<file path="config.mk">
export PLATFORM = sky130hd
export DESIGN_NAME = mdc_diag_bank
export DESIGN_NICKNAME = d
export VERILOG_FILES = /design/src/mdc_pkg.sv /design/src/mdc_pin_readback.sv /design/src/mdc_diag_bank.sv
export VERILOG_INCLUDE_DIRS = /design/src
export SDC_FILE = /design/constraint.sdc
export NUM_CORES = 1
export LEC_CHECK = 0
export BUFFER_PORTS_ARGS = -buffer_cell sky130_fd_sc_hd__buf_4
export CAP_MARGIN = 10
export CELL_PAD_IN_SITES_DETAIL_PLACEMENT = 1
export CELL_PAD_IN_SITES_GLOBAL_PLACEMENT = 1
export CORE_ASPECT_RATIO = 2
export CORE_MARGIN = 3
export CORE_UTILIZATION = 30
export DETAILED_ROUTE_END_ITERATION = 7
export PLACE_DENSITY = 0.71
export SKIP_CTS_REPAIR_TIMING = 1
export SLEW_MARGIN = 10
export SYNTH_ARGS = -nofsm -noshare
export SYNTH_HDL_FRONTEND = slang
export SYNTH_HIERARCHICAL = 1
export SYNTH_SLANG_ARGS = --single-unit
</file>
<file path="constraint.sdc">
create_clock -name core_clk -period 1.34 [get_ports core_clk]
set_input_delay 0 -clock core_clk [delete_from_list [all_inputs] [get_ports core_clk]]
set_output_delay 0 -clock core_clk [all_outputs]
set_load 0.005 [all_outputs]
</file>
<file path="src/mdc_cfg.svh">
`ifndef MDC_CFG_SVH
`define MDC_CFG_SVH

// ==========================================================================
// Register addresses and reset value.
`define MDC_ADDR_CLK_CFG 8'h45
`define MDC_ADDR_DIG_CFG 8'h46
`define MDC_ADDR_MASK 8'h47
`define MDC_REG_RESET 16'h0000

// ==========================================================================
// Field positions of the digital self-test register.
`define MDC_DIG_CRC_HI 9
`define MDC_DIG_CRC_LO 8
`define MDC_DIG_INV_A 2
`define MDC_DIG_INV_B 1
`define MDC_DIG_INV_BASE 0
`define MDC_CRC_OFF 2'h0
`define MDC_INV_OFF 3'h0
`define MDC_RB_OFF 2'h0

`endif

</file>
<file path="src/mdc_pkg.sv">
package mdc_pkg;

  // ========================================================================
  // Clock self-test register layout, most significant field first.
  typedef struct packed {
    logic [11:0] spare;
    logic main_clk_too_high_test_en;
    logic main_clk_too_low_test_en;
    logic aux_osc_watchdog_test_en;
    logic main_clk_watchdog_test_en;
  } mdc_clk_cfg_t;

  // ========================================================================
  // One general-purpose pin group: two data bits and their directions.
  // A direction bit of one means the pin is a digital output.
  typedef struct packed {
    logic [1:0] value;
    logic [1:0] direction;
  } mdc_pin_group_t;

endpackage

</file>
<file path="src/mdc_pin_readback.sv">
`timescale 1ns/1ps
`include "mdc_cfg.svh"

// Registered readback of one pin group, optionally inverted on outputs.
module mdc_pin_readback
  import mdc_pkg::*;
(
  input wire logic core_clk,
  input wire logic rst_n,
  input mdc_pin_group_t pin_group,
  input wire logic readback_invert,
  output logic [1:0] readback_q
);

  // Only output pins are inverted, so an input pin keeps showing the true
  // pad level and the diagnostic never hides a real external signal.
  always_ff @(posedge core_clk or negedge rst_n) begin
    if (!rst_n) begin
      readback_q <= `MDC_RB_OFF;
    end else begin
      readback_q <= pin_group.value ^
        (pin_group.direction & {2{readback_invert}});
    end
  end

endmodule

</file>
<file path="src/mdc_diag_bank.sv">
`timescale 1ns/1ps
`include "mdc_cfg.svh"

// Self-test configuration bank: clock self-test enables, digital self-test
// controls and supply fault masks, with the flags that the tests raise.
module mdc_diag_bank
  import mdc_pkg::*;
(
  input wire logic core_clk,
  input wire logic rst_n,
  input wire logic [7:0] reg_addr,
  input wire logic reg_wr_en,
  input wire logic [15:0] reg_wdata,
  input wire logic reg_rd_en,
  output logic [15:0] reg_rdata_q,
  output logic reg_rd_valid_q,
  input wire logic aux_osc_watchdog_monitor_en,
  input wire logic main_clk_watchdog_monitor_en,
  output logic aux_osc_watchdog_inject_q,
  output logic main_clk_watchdog_inject_q,
  output logic main_clk_too_high_inject_q,
  output logic main_clk_too_low_inject_q,
  input wire logic aux_osc_watchdog_trip,
  input wire logic main_clk_watchdog_trip,
  input wire logic aux_osc_watchdog_flag_clr,
  input wire logic main_clk_watchdog_flag_clr,
  output logic aux_osc_watchdog_fault_flag_q,
  output logic main_clk_watchdog_fault_flag_q,
  output logic [1:0] regmap_crc_test_pattern_q,
  input wire logic regmap_crc_mismatch,
  input wire logic regmap_crc_flag_clr,
  output logic regmap_crc_fault_flag_q,
  input mdc_pin_group_t pin_group_a,
  input mdc_pin_group_t pin_group_b,
  input mdc_pin_group_t pin_group_base,
  output logic [1:0] pin_group_a_value_bits_q,
  output logic [1:0] pin_group_b_value_bits_q,
  output logic [1:0] pin_group_base_value_bits_q,
  input wire logic [15:0] supply_fault_flags,
  output logic summary_supply_fault_flag_q
);

  // ========================================================================
  // Register storage.
  mdc_clk_cfg_t clk_cfg_q; // Clock self-test register.
  logic [1:0] crc_pattern_q; // Register map CRC pattern select.
  logic [2:0] readback_inv_q; // Group A, group B, base inversion.
  logic [15:0] supply_mask_q; // One mask bit per supply fault.
  logic [15:0] dig_cfg_view; // Digital register as software reads it.
  logic wr_clk;
  logic wr_dig;
  logic wr_mask;

  assign wr_clk = reg_wr_en && (reg_addr == `MDC_ADDR_CLK_CFG);
  assign wr_dig = reg_wr_en && (reg_addr == `MDC_ADDR_DIG_CFG);
  assign wr_mask = reg_wr_en && (reg_addr == `MDC_ADDR_MASK);

  // Reserved positions are built as zero, never stored.
  always_comb begin
    dig_cfg_view = `MDC_REG_RESET;
    dig_cfg_view[`MDC_DIG_CRC_HI:`MDC_DIG_CRC_LO] = crc_pattern_q;
    dig_cfg_view[`MDC_DIG_INV_A] = readback_inv_q[2];
    dig_cfg_view[`MDC_DIG_INV_B] = readback_inv_q[1];
    dig_cfg_view[`MDC_DIG_INV_BASE] = readback_inv_q[0];
  end

  // ========================================================================
  // Clock self-test register; spare bits are plain storage so the
  // register map CRC has something to cover.
  always_ff @(posedge core_clk or negedge rst_n) begin
    if (!rst_n) begin
      clk_cfg_q <= `MDC_REG_RESET;
    end else if (wr_clk) begin
      clk_cfg_q <= reg_wdata;
    end
  end

  // Digital self-test register: only the writable fields are kept.
  always_ff @(posedge core_clk or negedge rst_n) begin
    if (!rst_n) begin
      crc_pattern_q <= `MDC_CRC_OFF;
      readback_inv_q <= `MDC_INV_OFF;
    end else if (wr_dig) begin
      crc_pattern_q <= reg_wdata[`MDC_DIG_CRC_HI:`MDC_DIG_CRC_LO];
      readback_inv_q <= {reg_wdata[`MDC_DIG_INV_A],
                         reg_wdata[`MDC_DIG_INV_B],
                         reg_wdata[`MDC_DIG_INV_BASE]};
    end
  end

  // Supply fault mask register, all sixteen bits writable.
  always_ff @(posedge core_clk or negedge rst_n) begin
    if (!rst_n) begin
      supply_mask_q <= `MDC_REG_RESET;
    end else if (wr_mask) begin
      supply_mask_q <= reg_wdata;
    end
  end

  // ========================================================================
  // Read port: answer one cycle after the strobe; unmapped reads give zero.
  always_ff @(posedge core_clk or negedge rst_n) begin
    if (!rst_n) begin
      reg_rdata_q <= `MDC_REG_RESET;
      reg_rd_valid_q <= 1'b0;
    end else begin
      reg_rd_valid_q <= reg_rd_en;
      if (reg_rd_en) begin
        unique case (reg_addr)
          `MDC_ADDR_CLK_CFG: reg_rdata_q <= clk_cfg_q;
          `MDC_ADDR_DIG_CFG: reg_rdata_q <= dig_cfg_view;
          `MDC_ADDR_MASK: reg_rdata_q <= supply_mask_q;
          default: reg_rdata_q <= `MDC_REG_RESET;
        endcase
      end
    end
  end

  // ========================================================================
  // Self-test drive toward the monitors. A watchdog test is only driven
  // while its monitor is on, since a stopped monitor cannot report it.
  always_ff @(posedge core_clk or negedge rst_n) begin
    if (!rst_n) begin
      aux_osc_watchdog_inject_q <= 1'b0;
      main_clk_watchdog_inject_q <= 1'b0;
      main_clk_too_high_inject_q <= 1'b0;
      main_clk_too_low_inject_q <= 1'b0;
      regmap_crc_test_pattern_q <= `MDC_CRC_OFF;
    end else begin
      aux_osc_watchdog_inject_q <= clk_cfg_q.aux_osc_watchdog_test_en &&
        aux_osc_watchdog_monitor_en;
      main_clk_watchdog_inject_q <= clk_cfg_q.main_clk_watchdog_test_en &&
        main_clk_watchdog_monitor_en;
      main_clk_too_high_inject_q <=
        clk_cfg_q.main_clk_too_high_test_en;
      main_clk_too_low_inject_q <= clk_cfg_q.main_clk_too_low_test_en;
      // Any nonzero code is an equally good test pattern.
      regmap_crc_test_pattern_q <= crc_pattern_q;
    end
  end

  // ========================================================================
  // Sticky fault flags, set one cycle after the monitor trips. A trip in
  // the same cycle as a clear wins, so no event is lost.
  always_ff @(posedge core_clk or negedge rst_n) begin
    if (!rst_n) begin
      aux_osc_watchdog_fault_flag_q <= 1'b0;
      main_clk_watchdog_fault_flag_q <= 1'b0;
      regmap_crc_fault_flag_q <= 1'b0;
    end else begin
      if (aux_osc_watchdog_trip) begin
        aux_osc_watchdog_fault_flag_q <= 1'b1;
      end else if (aux_osc_watchdog_flag_clr) begin
        aux_osc_watchdog_fault_flag_q <= 1'b0;
      end
      if (main_clk_watchdog_trip) begin
        main_clk_watchdog_fault_flag_q <= 1'b1;
      end else if (main_clk_watchdog_flag_clr) begin
        main_clk_watchdog_fault_flag_q <= 1'b0;
      end
      if (regmap_crc_mismatch) begin
        regmap_crc_fault_flag_q <= 1'b1;
      end else if (regmap_crc_flag_clr) begin
        regmap_crc_fault_flag_q <= 1'b0;
      end
    end
  end

  // Summary supply fault: masked flags are dropped before the OR.
  always_ff @(posedge core_clk or negedge rst_n) begin
    if (!rst_n) begin
      summary_supply_fault_flag_q <= 1'b0;
    end else begin
      summary_supply_fault_flag_q <=
        |(supply_fault_flags & ~supply_mask_q);
    end
  end

  // ========================================================================
  // Pin readback, one instance per group.
  mdc_pin_readback u_rb_a (
    .core_clk(core_clk),
    .rst_n(rst_n),
    .pin_group(pin_group_a),
    .readback_invert(readback_inv_q[2]),
    .readback_q(pin_group_a_value_bits_q)
  );

  mdc_pin_readback u_rb_b (
    .core_clk(core_clk),
    .rst_n(rst_n),
    .pin_group(pin_group_b),
    .readback_invert(readback_inv_q[1]),
    .readback_q(pin_group_b_value_bits_q)
  );

  mdc_pin_readback u_rb_base (
    .core_clk(core_clk),
    .rst_n(rst_n),
    .pin_group(pin_group_base),
    .readback_invert(readback_inv_q[0]),
    .readback_q(pin_group_base_value_bits_q)
  );

  // ========================================================================
  // Assertions.
  property p_spare_rw;
    @(posedge core_clk) disable iff (!rst_n)
    wr_clk ##1 (reg_rd_en && reg_addr == `MDC_ADDR_CLK_CFG && !reg_wr_en)
      |=> reg_rdata_q[15:4] == $past(reg_wdata[15:4], 2);
  endproperty
  a_spare_rw: assert property (p_spare_rw)
    else $error("Spare bits did not read back as written.");

  property p_aux_test;
    @(posedge core_clk) disable iff (!rst_n)
    aux_osc_watchdog_inject_q |->
      $past(clk_cfg_q[1]) && $past(aux_osc_watchdog_monitor_en);
  endproperty
  a_aux_test: assert property (p_aux_test)
    else $error("Aux watchdog test driven without enables.");

  property p_aux_flag;
    @(posedge core_clk) disable iff (!rst_n)
    aux_osc_watchdog_trip |=> aux_osc_watchdog_fault_flag_q;
  endproperty
  a_aux_flag: assert property (p_aux_flag)
    else $error("Aux watchdog flag not set after trip.");

  property p_main_test;
    @(posedge core_clk) disable iff (!rst_n)
    (wr_clk && reg_wdata[0]) ##1 main_clk_watchdog_monitor_en[*2]
      |-> main_clk_watchdog_inject_q;
  endproperty
  a_main_test: assert property (p_main_test)
    else $error("Main watchdog test not driven.");

  property p_crc_off;
    @(posedge core_clk) disable iff (!rst_n)
    (wr_dig && reg_wdata[9:8] == `MDC_CRC_OFF) ##1 !wr_dig
      |=> regmap_crc_test_pattern_q == `MDC_CRC_OFF;
  endproperty
  a_crc_off: assert property (p_crc_off)
    else $error("CRC pattern not disabled by code zero.");

  property p_crc_flag;
    @(posedge core_clk) disable iff (!rst_n)
    (regmap_crc_mismatch && regmap_crc_flag_clr) |=>
      regmap_crc_fault_flag_q [*1];
  endproperty
  a_crc_flag: assert property (p_crc_flag)
    else $error("CRC flag lost to a simultaneous clear.");

  property p_inv_a;
    @(posedge core_clk) disable iff (!rst_n)
    readback_inv_q[2] && pin_group_a.direction == 2'h3 |=>
      pin_group_a_value_bits_q == ~$past(pin_group_a.value);
  endproperty
  a_inv_a: assert property (p_inv_a)
    else $error("Group A output readback not inverted.");

  property p_reserved;
    @(posedge core_clk) disable iff (!rst_n)
    reg_rd_en && reg_addr == `MDC_ADDR_DIG_CFG |=>
      reg_rdata_q[15:10] == 6'h00 && reg_rdata_q[7:3] == 5'h00;
  endproperty
  a_reserved: assert property (p_reserved)
    else $error("Reserved digital bits read nonzero.");

  property p_mask;
    @(posedge core_clk) disable iff (!rst_n)
    (supply_fault_flags & ~supply_mask_q) == 16'h0000 |=>
      !summary_supply_fault_flag_q;
  endproperty
  a_mask: assert property (p_mask)
    else $error("Masked supply fault reached the summary.");

  property p_input_pin;
    @(posedge core_clk) disable iff (!rst_n)
    pin_group_b.direction == 2'h0 |=>
      pin_group_b_value_bits_q == $past(pin_group_b.value);
  endproperty
  a_input_pin: assert property (p_input_pin)
    else $error("Input pin readback was inverted.");

  c_aux_test: cover property (@(posedge core_clk) disable iff (!rst_n)
    aux_osc_watchdog_inject_q ##[1:20] aux_osc_watchdog_fault_flag_q);
  c_crc_pat3: cover property (@(posedge core_clk) disable iff (!rst_n)
    regmap_crc_test_pattern_q == 2'h3);
  c_mask_hit: cover property (@(posedge core_clk) disable iff (!rst_n)
    (supply_fault_flags != 16'h0000) && !summary_supply_fault_flag_q);

endmodule

</file>
==> qor.yml, run 1 <==
yosys.area_share.simple_pct: 7.39
syn_nets: 284
start_kind: "register"
reg2regPathDepth: 3
drive_gt1_share_pct: 44.4
place.gp.congestion: 0.712
grt_max_degree: 33
netlist_area_um2: 3030
drtIter0Drc: 47
dp_hpwl_mm: 6.21
slew_headroom_pct: 57.7
detail_route.vias_per_cell: 4.59
ant_nets: 0
synth_compound_area_share_pct: 6.73
fin_crit_sh_pct: 97.2
dp_slack_ns: -0.00503
start_util_pct: 30.8
setup_ws_ns: 0.0381
required_ns: 1.55
final_common_cell: "buf_4"
wl_mm: 8.52
endpoint_kind: "register"
core_um2: 9830
peakVddDrop_mv: 0.603
tightest_slew_ns: 0.634
synth.area.mux_share_pct: 21.7
avgSynthCellArea_um2: 13.8
first_global_vias: 2532
seqCellArea_um2: 1750
status: "finished clean"
drv_cap: 0
ioPinCount: 97
io_buffer_count: 96
synth.ff_latch_count: 70
finalHoldViolCount: 0
drt_pre_antenna_iters: 3
drc_errors: 0
synth_cell_type_count: 22
cts_tree: "done"
clk_pin_slew_ns: 0.05
die_x_um: 77.1
track_usage_pct: 15.4
r2r-start: "readback_inv_q[1]$_DFFE_PN0P_"
fmax_mhz: 768
layout_common_cells: "106 x buf_4, 70 x dfrtp_1, 39 x dlygate4sd3_1, 23 x inv_1, 22 x mux2_2"
postLayoutCoreUtil_pct: 47.3
syn_inst: 220
h-tree-depth: 3
drv_slew: 0
wl_per_cell_um: 16.8
clock-sinks: 70
tritoncts.num_buffers: 9
clockRootBuffer: "clkbuf_16"
grt_pass1_wl_mm: 13.2
dieArea_um2: 11400
cts_buffer_depth: 2
synth_warnings: 6
synth_fa_ha_area_share_pct: 0
antenna_found_initial: 0
leakage_uw: 0.00230
worstSkewPairLatency_ns: 0.33
multi_input_area_um2: 1150
power_density_nw_per_um2: 1050
timing.hold.ws_ns: 0.0765
final.setup.tns_ns: 0
num_antenna_cells: 0
die_h_um: 148
vias: 2321
min_period_ns: 1.30
synth_top_family_by_area: "multiplexers"
arrival_ns: 1.51
setup_viol: 0
hold_depth: 4
worstSetupPathType: "register to register"
synth_xor_area_share_pct: 1.73
finalClockSkew_ns: 0.00169
num_rows: 51
p_total_uw: 4860
cp_max_fo: 4
area_growth_pct: 53.3
synth_seq_area_share_pct: 57.8
final_net_count: 434
grt.overflow.total: 0
hold_class: "primary input to register"
min_from: "supply_fault_flags[5]"
crit_start: "readback_inv_q[1]$_DFFE_PN0P_"
nFillCells: 1070
## state kept, by name (all words and copies together) (netlist names), 2 cells and up
register	cells
clk_cfg_q	16
reg_rdata_q	16
supply_mask_q	16
readback_inv_q	3
crc_pattern_q	2
regmap_crc_test_pattern_q	2
u_rb_a/readback_q	2
u_rb_b/readback_q	2
u_rb_base/readback_q	2
## power breakdown
part / internal [µW] / total, µW / switching, µW
combinational: 357 / 567 / 210
sequential: 2190 / 2250 / 53.3
clock: 1240 / 2050 / 813
## final cells by class
cell class | instances | area share, %
clock buffers | 13 | 5.17
flip-flops and latches | 70 | 37.7
repair buffers | 148 | 26.8
well taps | 132 | 3.56
inverters | 23 | 1.86
clock inverters | 2 | 0.215
multi-input cells | 118 | 24.7
## final timing paths
path / to / slack [ns]
hold reg to reg: regmap_crc_test_pattern_q[0]$_DFF_PN0_ / 0.41
min in group asynchronous: u_rb_b/readback_q[1]$_DFF_PN0_ / 0.13
setup / recovery: u_rb_b/readback_q[1]$_DFF_PN0_ / 0.04
setup reg to reg: u_rb_b/readback_q[1]$_DFF_PN0_ / 0.04
hold / removal: summary_supply_fault_flag_q$_DFF_PN0_ / 0.08
max in group asynchronous: supply_mask_q[10]$_DFFE_PN0P_ / 0.70
## Yosys cell counts
| cell | number | area, µm² |
|---|---|---|
| o2111ai_1 | 1 | 8.76 |
| and2_1 | 3 | 18.8 |
| clkbuf_1 | 2 | 7.51 |
| o22ai_1 | 16 | 100 |
| nand4_1 | 2 | 12.5 |
| inv_1 | 23 | 86.3 |
| buf_1 | 1 | 3.75 |
| mux2_2 | 22 | 248 |
| and4b_1 | 1 | 10.0 |
| a21o_1 | 3 | 22.5 |
| nand4_4 | 2 | 42.5 |
| buf_2 | 4 | 20.0 |
| xnor2_1 | 6 | 52.6 |
| dfrtp_1 | 70 | 1750 |
| a2111oi_0 | 4 | 35.0 |
| nor4b_4 | 1 | 23.8 |
| nand2_1 | 6 | 22.5 |
| mux2_4 | 20 | 300 |
| nor2b_1 | 15 | 93.8 |
| mux2i_1 | 11 | 110 |
| a22oi_1 | 5 | 37.5 |
| buf_6 | 2 | 22.5 |
## logic make-up (layout without fill, tap and decap cells)
group                  count (synthesis)  count (layout)
AO/OA/AOI/OAI                         29              29
XOR/XNOR                               6               6
flip-flops                            70              70
buffers and inverters                 32             186
AND/OR/NAND/NOR                       30              30
multiplexers                          53              53
## critical path, cell delays in order, from the launching register on
cell           delay [ns]
dfrtp_1              0.41
nand2_1              0.09
xnor2_1              0.13
dlygate4sd3_1        0.55
## routing by layer
layer  up-vias  global-route usage, %  part of all wire, %
met5         -                      0                    0
met4         0                   7.40                  2.8
met3        16                   4.36                  3.6
met2        65                   28.5                   58
met1      1171                   15.7                   35
li1       1069                      -                    -
## through the flow
step	area [µm²]	instances
global route	4650	506
global placement	4000	452
finish	4650	506
detailed placement	4000	452
floorplan	3030	220
CTS	4250	467
No activity file was read; power rests on OpenSTA's default activity.
==> inputs of run 2 (changes only) <==
Settings changed: SYNTH_HIERARCHICAL 1 to not set.
==> qor.yml, run 2 <==
clock-sinks: 70
slew_headroom_pct: 66.9
nFillCells: 1034
setup_viol: 0
largestRegisters: "clk_cfg_q x16, reg_rdata_q x16, supply_mask_q x16"
worstSetupPathType: "register to register"
drv_cap: 0
fmax_mhz: 779
h-tree-depth: 3
start_kind: "register"
leakage_uw: 0.00235
hold_depth: 3
clockRootBuffer: "clkbuf_16"
clk_pin_slew_ns: 0.06
crit_cells: 3
synth_warnings: 0
min_from: "supply_fault_flags[0]"
reg2regPathDepth: 3
dp_hpwl_mm: 6.33
die_x_um: 77.0
hold_class: "primary input to register"
start_util_pct: 31.0
yosys-top-cells-count: "70 x dfrtp_1, 23 x inv_1, 22 x mux2_2"
syn_inst: 219
cts_buffer_depth: 2
min_to: "summary_supply_fault_flag_q$_DFF_PN0_"
syn_nets: 283
wl_per_cell_um: 17.8
avgSynthCellArea_um2: 13.8
p_total_uw: 5220
io_buffer_count: 96
required_ns: 1.55
power_density_nw_per_um2: 1110
tightest_slew_ns: 0.495
slowest_delay_ns: 0.55
worstReg2RegEnd: "u_rb_a.readback_q[1]$_DFF_PN0_"
arrival_ns: 1.49
min_period_ns: 1.28
num_rows: 51
endpoint_kind: "register"
core_um2: 9760
ys_async_sr_fraction_pct: 100
drc_errors: 0
synth_edf_count: 0
final_common_cell: "buf_4"
detail_route.vias_per_cell: 4.62
drtIter0Drc: 52
grt_pass1_wl_mm: 13.2
peakVddDrop_mv: 0.656
grt_max_degree: 38
finalClockSkew_ns: 0.00455
drv_slew: 0
antenna_found_initial: 0
wl_mm: 8.97
num_antenna_cells: 0
track_usage_pct: 15.5
violations: "negative hold slack"
multi_input_area_um2: 1150
fin_crit_sh_pct: 95.8
path_cells: "nand2_1 > xnor2_1 > dlygate4sd3_1"
final_net_count: 432
netlist_area_um2: 3030
synth_seq_area_share_pct: 57.9
area_growth_pct: 55.3
seqCellArea_um2: 1750
synth_most_common_cell: "dfrtp_1"
final.setup.tns_ns: 0
synth_largest_area_cell: "dfrtp_1"
synth_top_area_share_pct: 57.9
cp_max_fo: 4
finalHoldViolCount: 1
dieArea_um2: 11400
layout_common_cells: "103 x buf_4, 70 x dfrtp_1, 39 x dlygate4sd3_1, 23 x inv_1, 22 x mux2_2"
reg2reg_setup_slack_ns: 0.06
timing.hold.ws_ns: -0.0315
cts_tree: "done"
cpMaxStageDelayCell: "dlygate4sd3_1"
r2r-start: "readback_inv_q[2]$_DFFE_PN0P_"
grt.overflow.total: 0
vias: 2335
critPathBufInv: 1
synth.ff_latch_count: 70
drive_gt1_share_pct: 45.6
ioPinCount: 97
die_h_um: 148
synth_ff_type: "dfrtp_1"
first_global_vias: 2484
tritoncts.num_buffers: 9
worstSkewPairLatency_ns: 0.33
place.gp.congestion: 0.772
ant_nets: 0
synth_area_leaders: "dfrtp_1 58%, mux2_4 9.9%, mux2_2 8.2%"
status: "finished, violations left"
drt_pre_antenna_iters: 4
critical-path-top-delay-family: "buffers and inverters"
synth_cell_type_count: 26
crit_start: "readback_inv_q[2]$_DFFE_PN0P_"
run 2: area by class of cell:
cell class                 instances  share of cell area, %
multi-input combinational        118                   24.5
clock inverter                     4                  0.959
inverter                          23                   1.84
sequential                        70                   37.3
clock buffer                      12                   5.46
timing repair buffer             146                   26.5
tap                              132                   3.52
run 2: layer usage:
| layer | vias to the layer above | share of wire [%] | track usage [%] |
|---|---|---|---|
| li1 | 1062 | - | - |
| met1 | 1186 | 34 | 16.0 |
| met2 | 68 | 60 | 28.9 |
| met3 | 19 | 3.3 | 3.23 |
| met4 | 0 | 2.3 | 7.75 |
| met5 | - | 0 | 0 |
run 2: how the worst max path moves through the flow:
stage                                       endpoint  slack, ns
2_1_floorplan               clk_cfg_q[0]$_DFFE_PN0P_       0.14
3_3_place_gp   summary_supply_fault_flag_q$_DFF_PN0_       0.04
3_5_place_dp   summary_supply_fault_flag_q$_DFF_PN0_       0.02
4_1_cts        summary_supply_fault_flag_q$_DFF_PN0_      -0.01
5_1_grt            u_rb_base.readback_q[1]$_DFF_PN0_      -0.01
6_report              u_rb_a.readback_q[1]$_DFF_PN0_       0.06
run 2: logic make-up after synthesis:
family                 share of synthesized area [%]
multiplexers                                    21.8
buffers and inverters                           4.55
AO/OA/AOI/OAI                                   6.74
flip-flops                                      57.9
XOR/XNOR                                        1.74
AND/OR/NAND/NOR                                 7.32
run 2: worst min-delay path: stages:
cell and delay [ns]:
buf_4 0.09, a2111oi_0 0.09, nand4_1 0.08
run 2: per-stage QoR:
stage / hold WS, ns / area [µm²] / utilization (%) / instances / setup WS (ns)
after floorplan: -0.296 / 3030 / - / 219 / 0.137
after global placement: -0.121 / 3990 / 40.9 / 450 / 0.0401
after detailed placement: -0.118 / 3990 / 40.9 / 450 / 0.0200
after CTS: -0.472 / 4290 / 44.0 / 466 / -0.0148
after global routing: 0.0107 / 4700 / 48.1 / 505 / -0.0136
final: -0.0315 / 4700 / 48.1 / 505 / 0.0568
run 2: where the power goes:
group | switching (µW) | total, µW | internal, µW | leakage (µW)
Combinational | 218 | 573 | 355 | 0.00126
Clock | 867 | 2400 | 1530 | 0.000152
Sequential | 52.1 | 2250 | 2190 | 0.000939
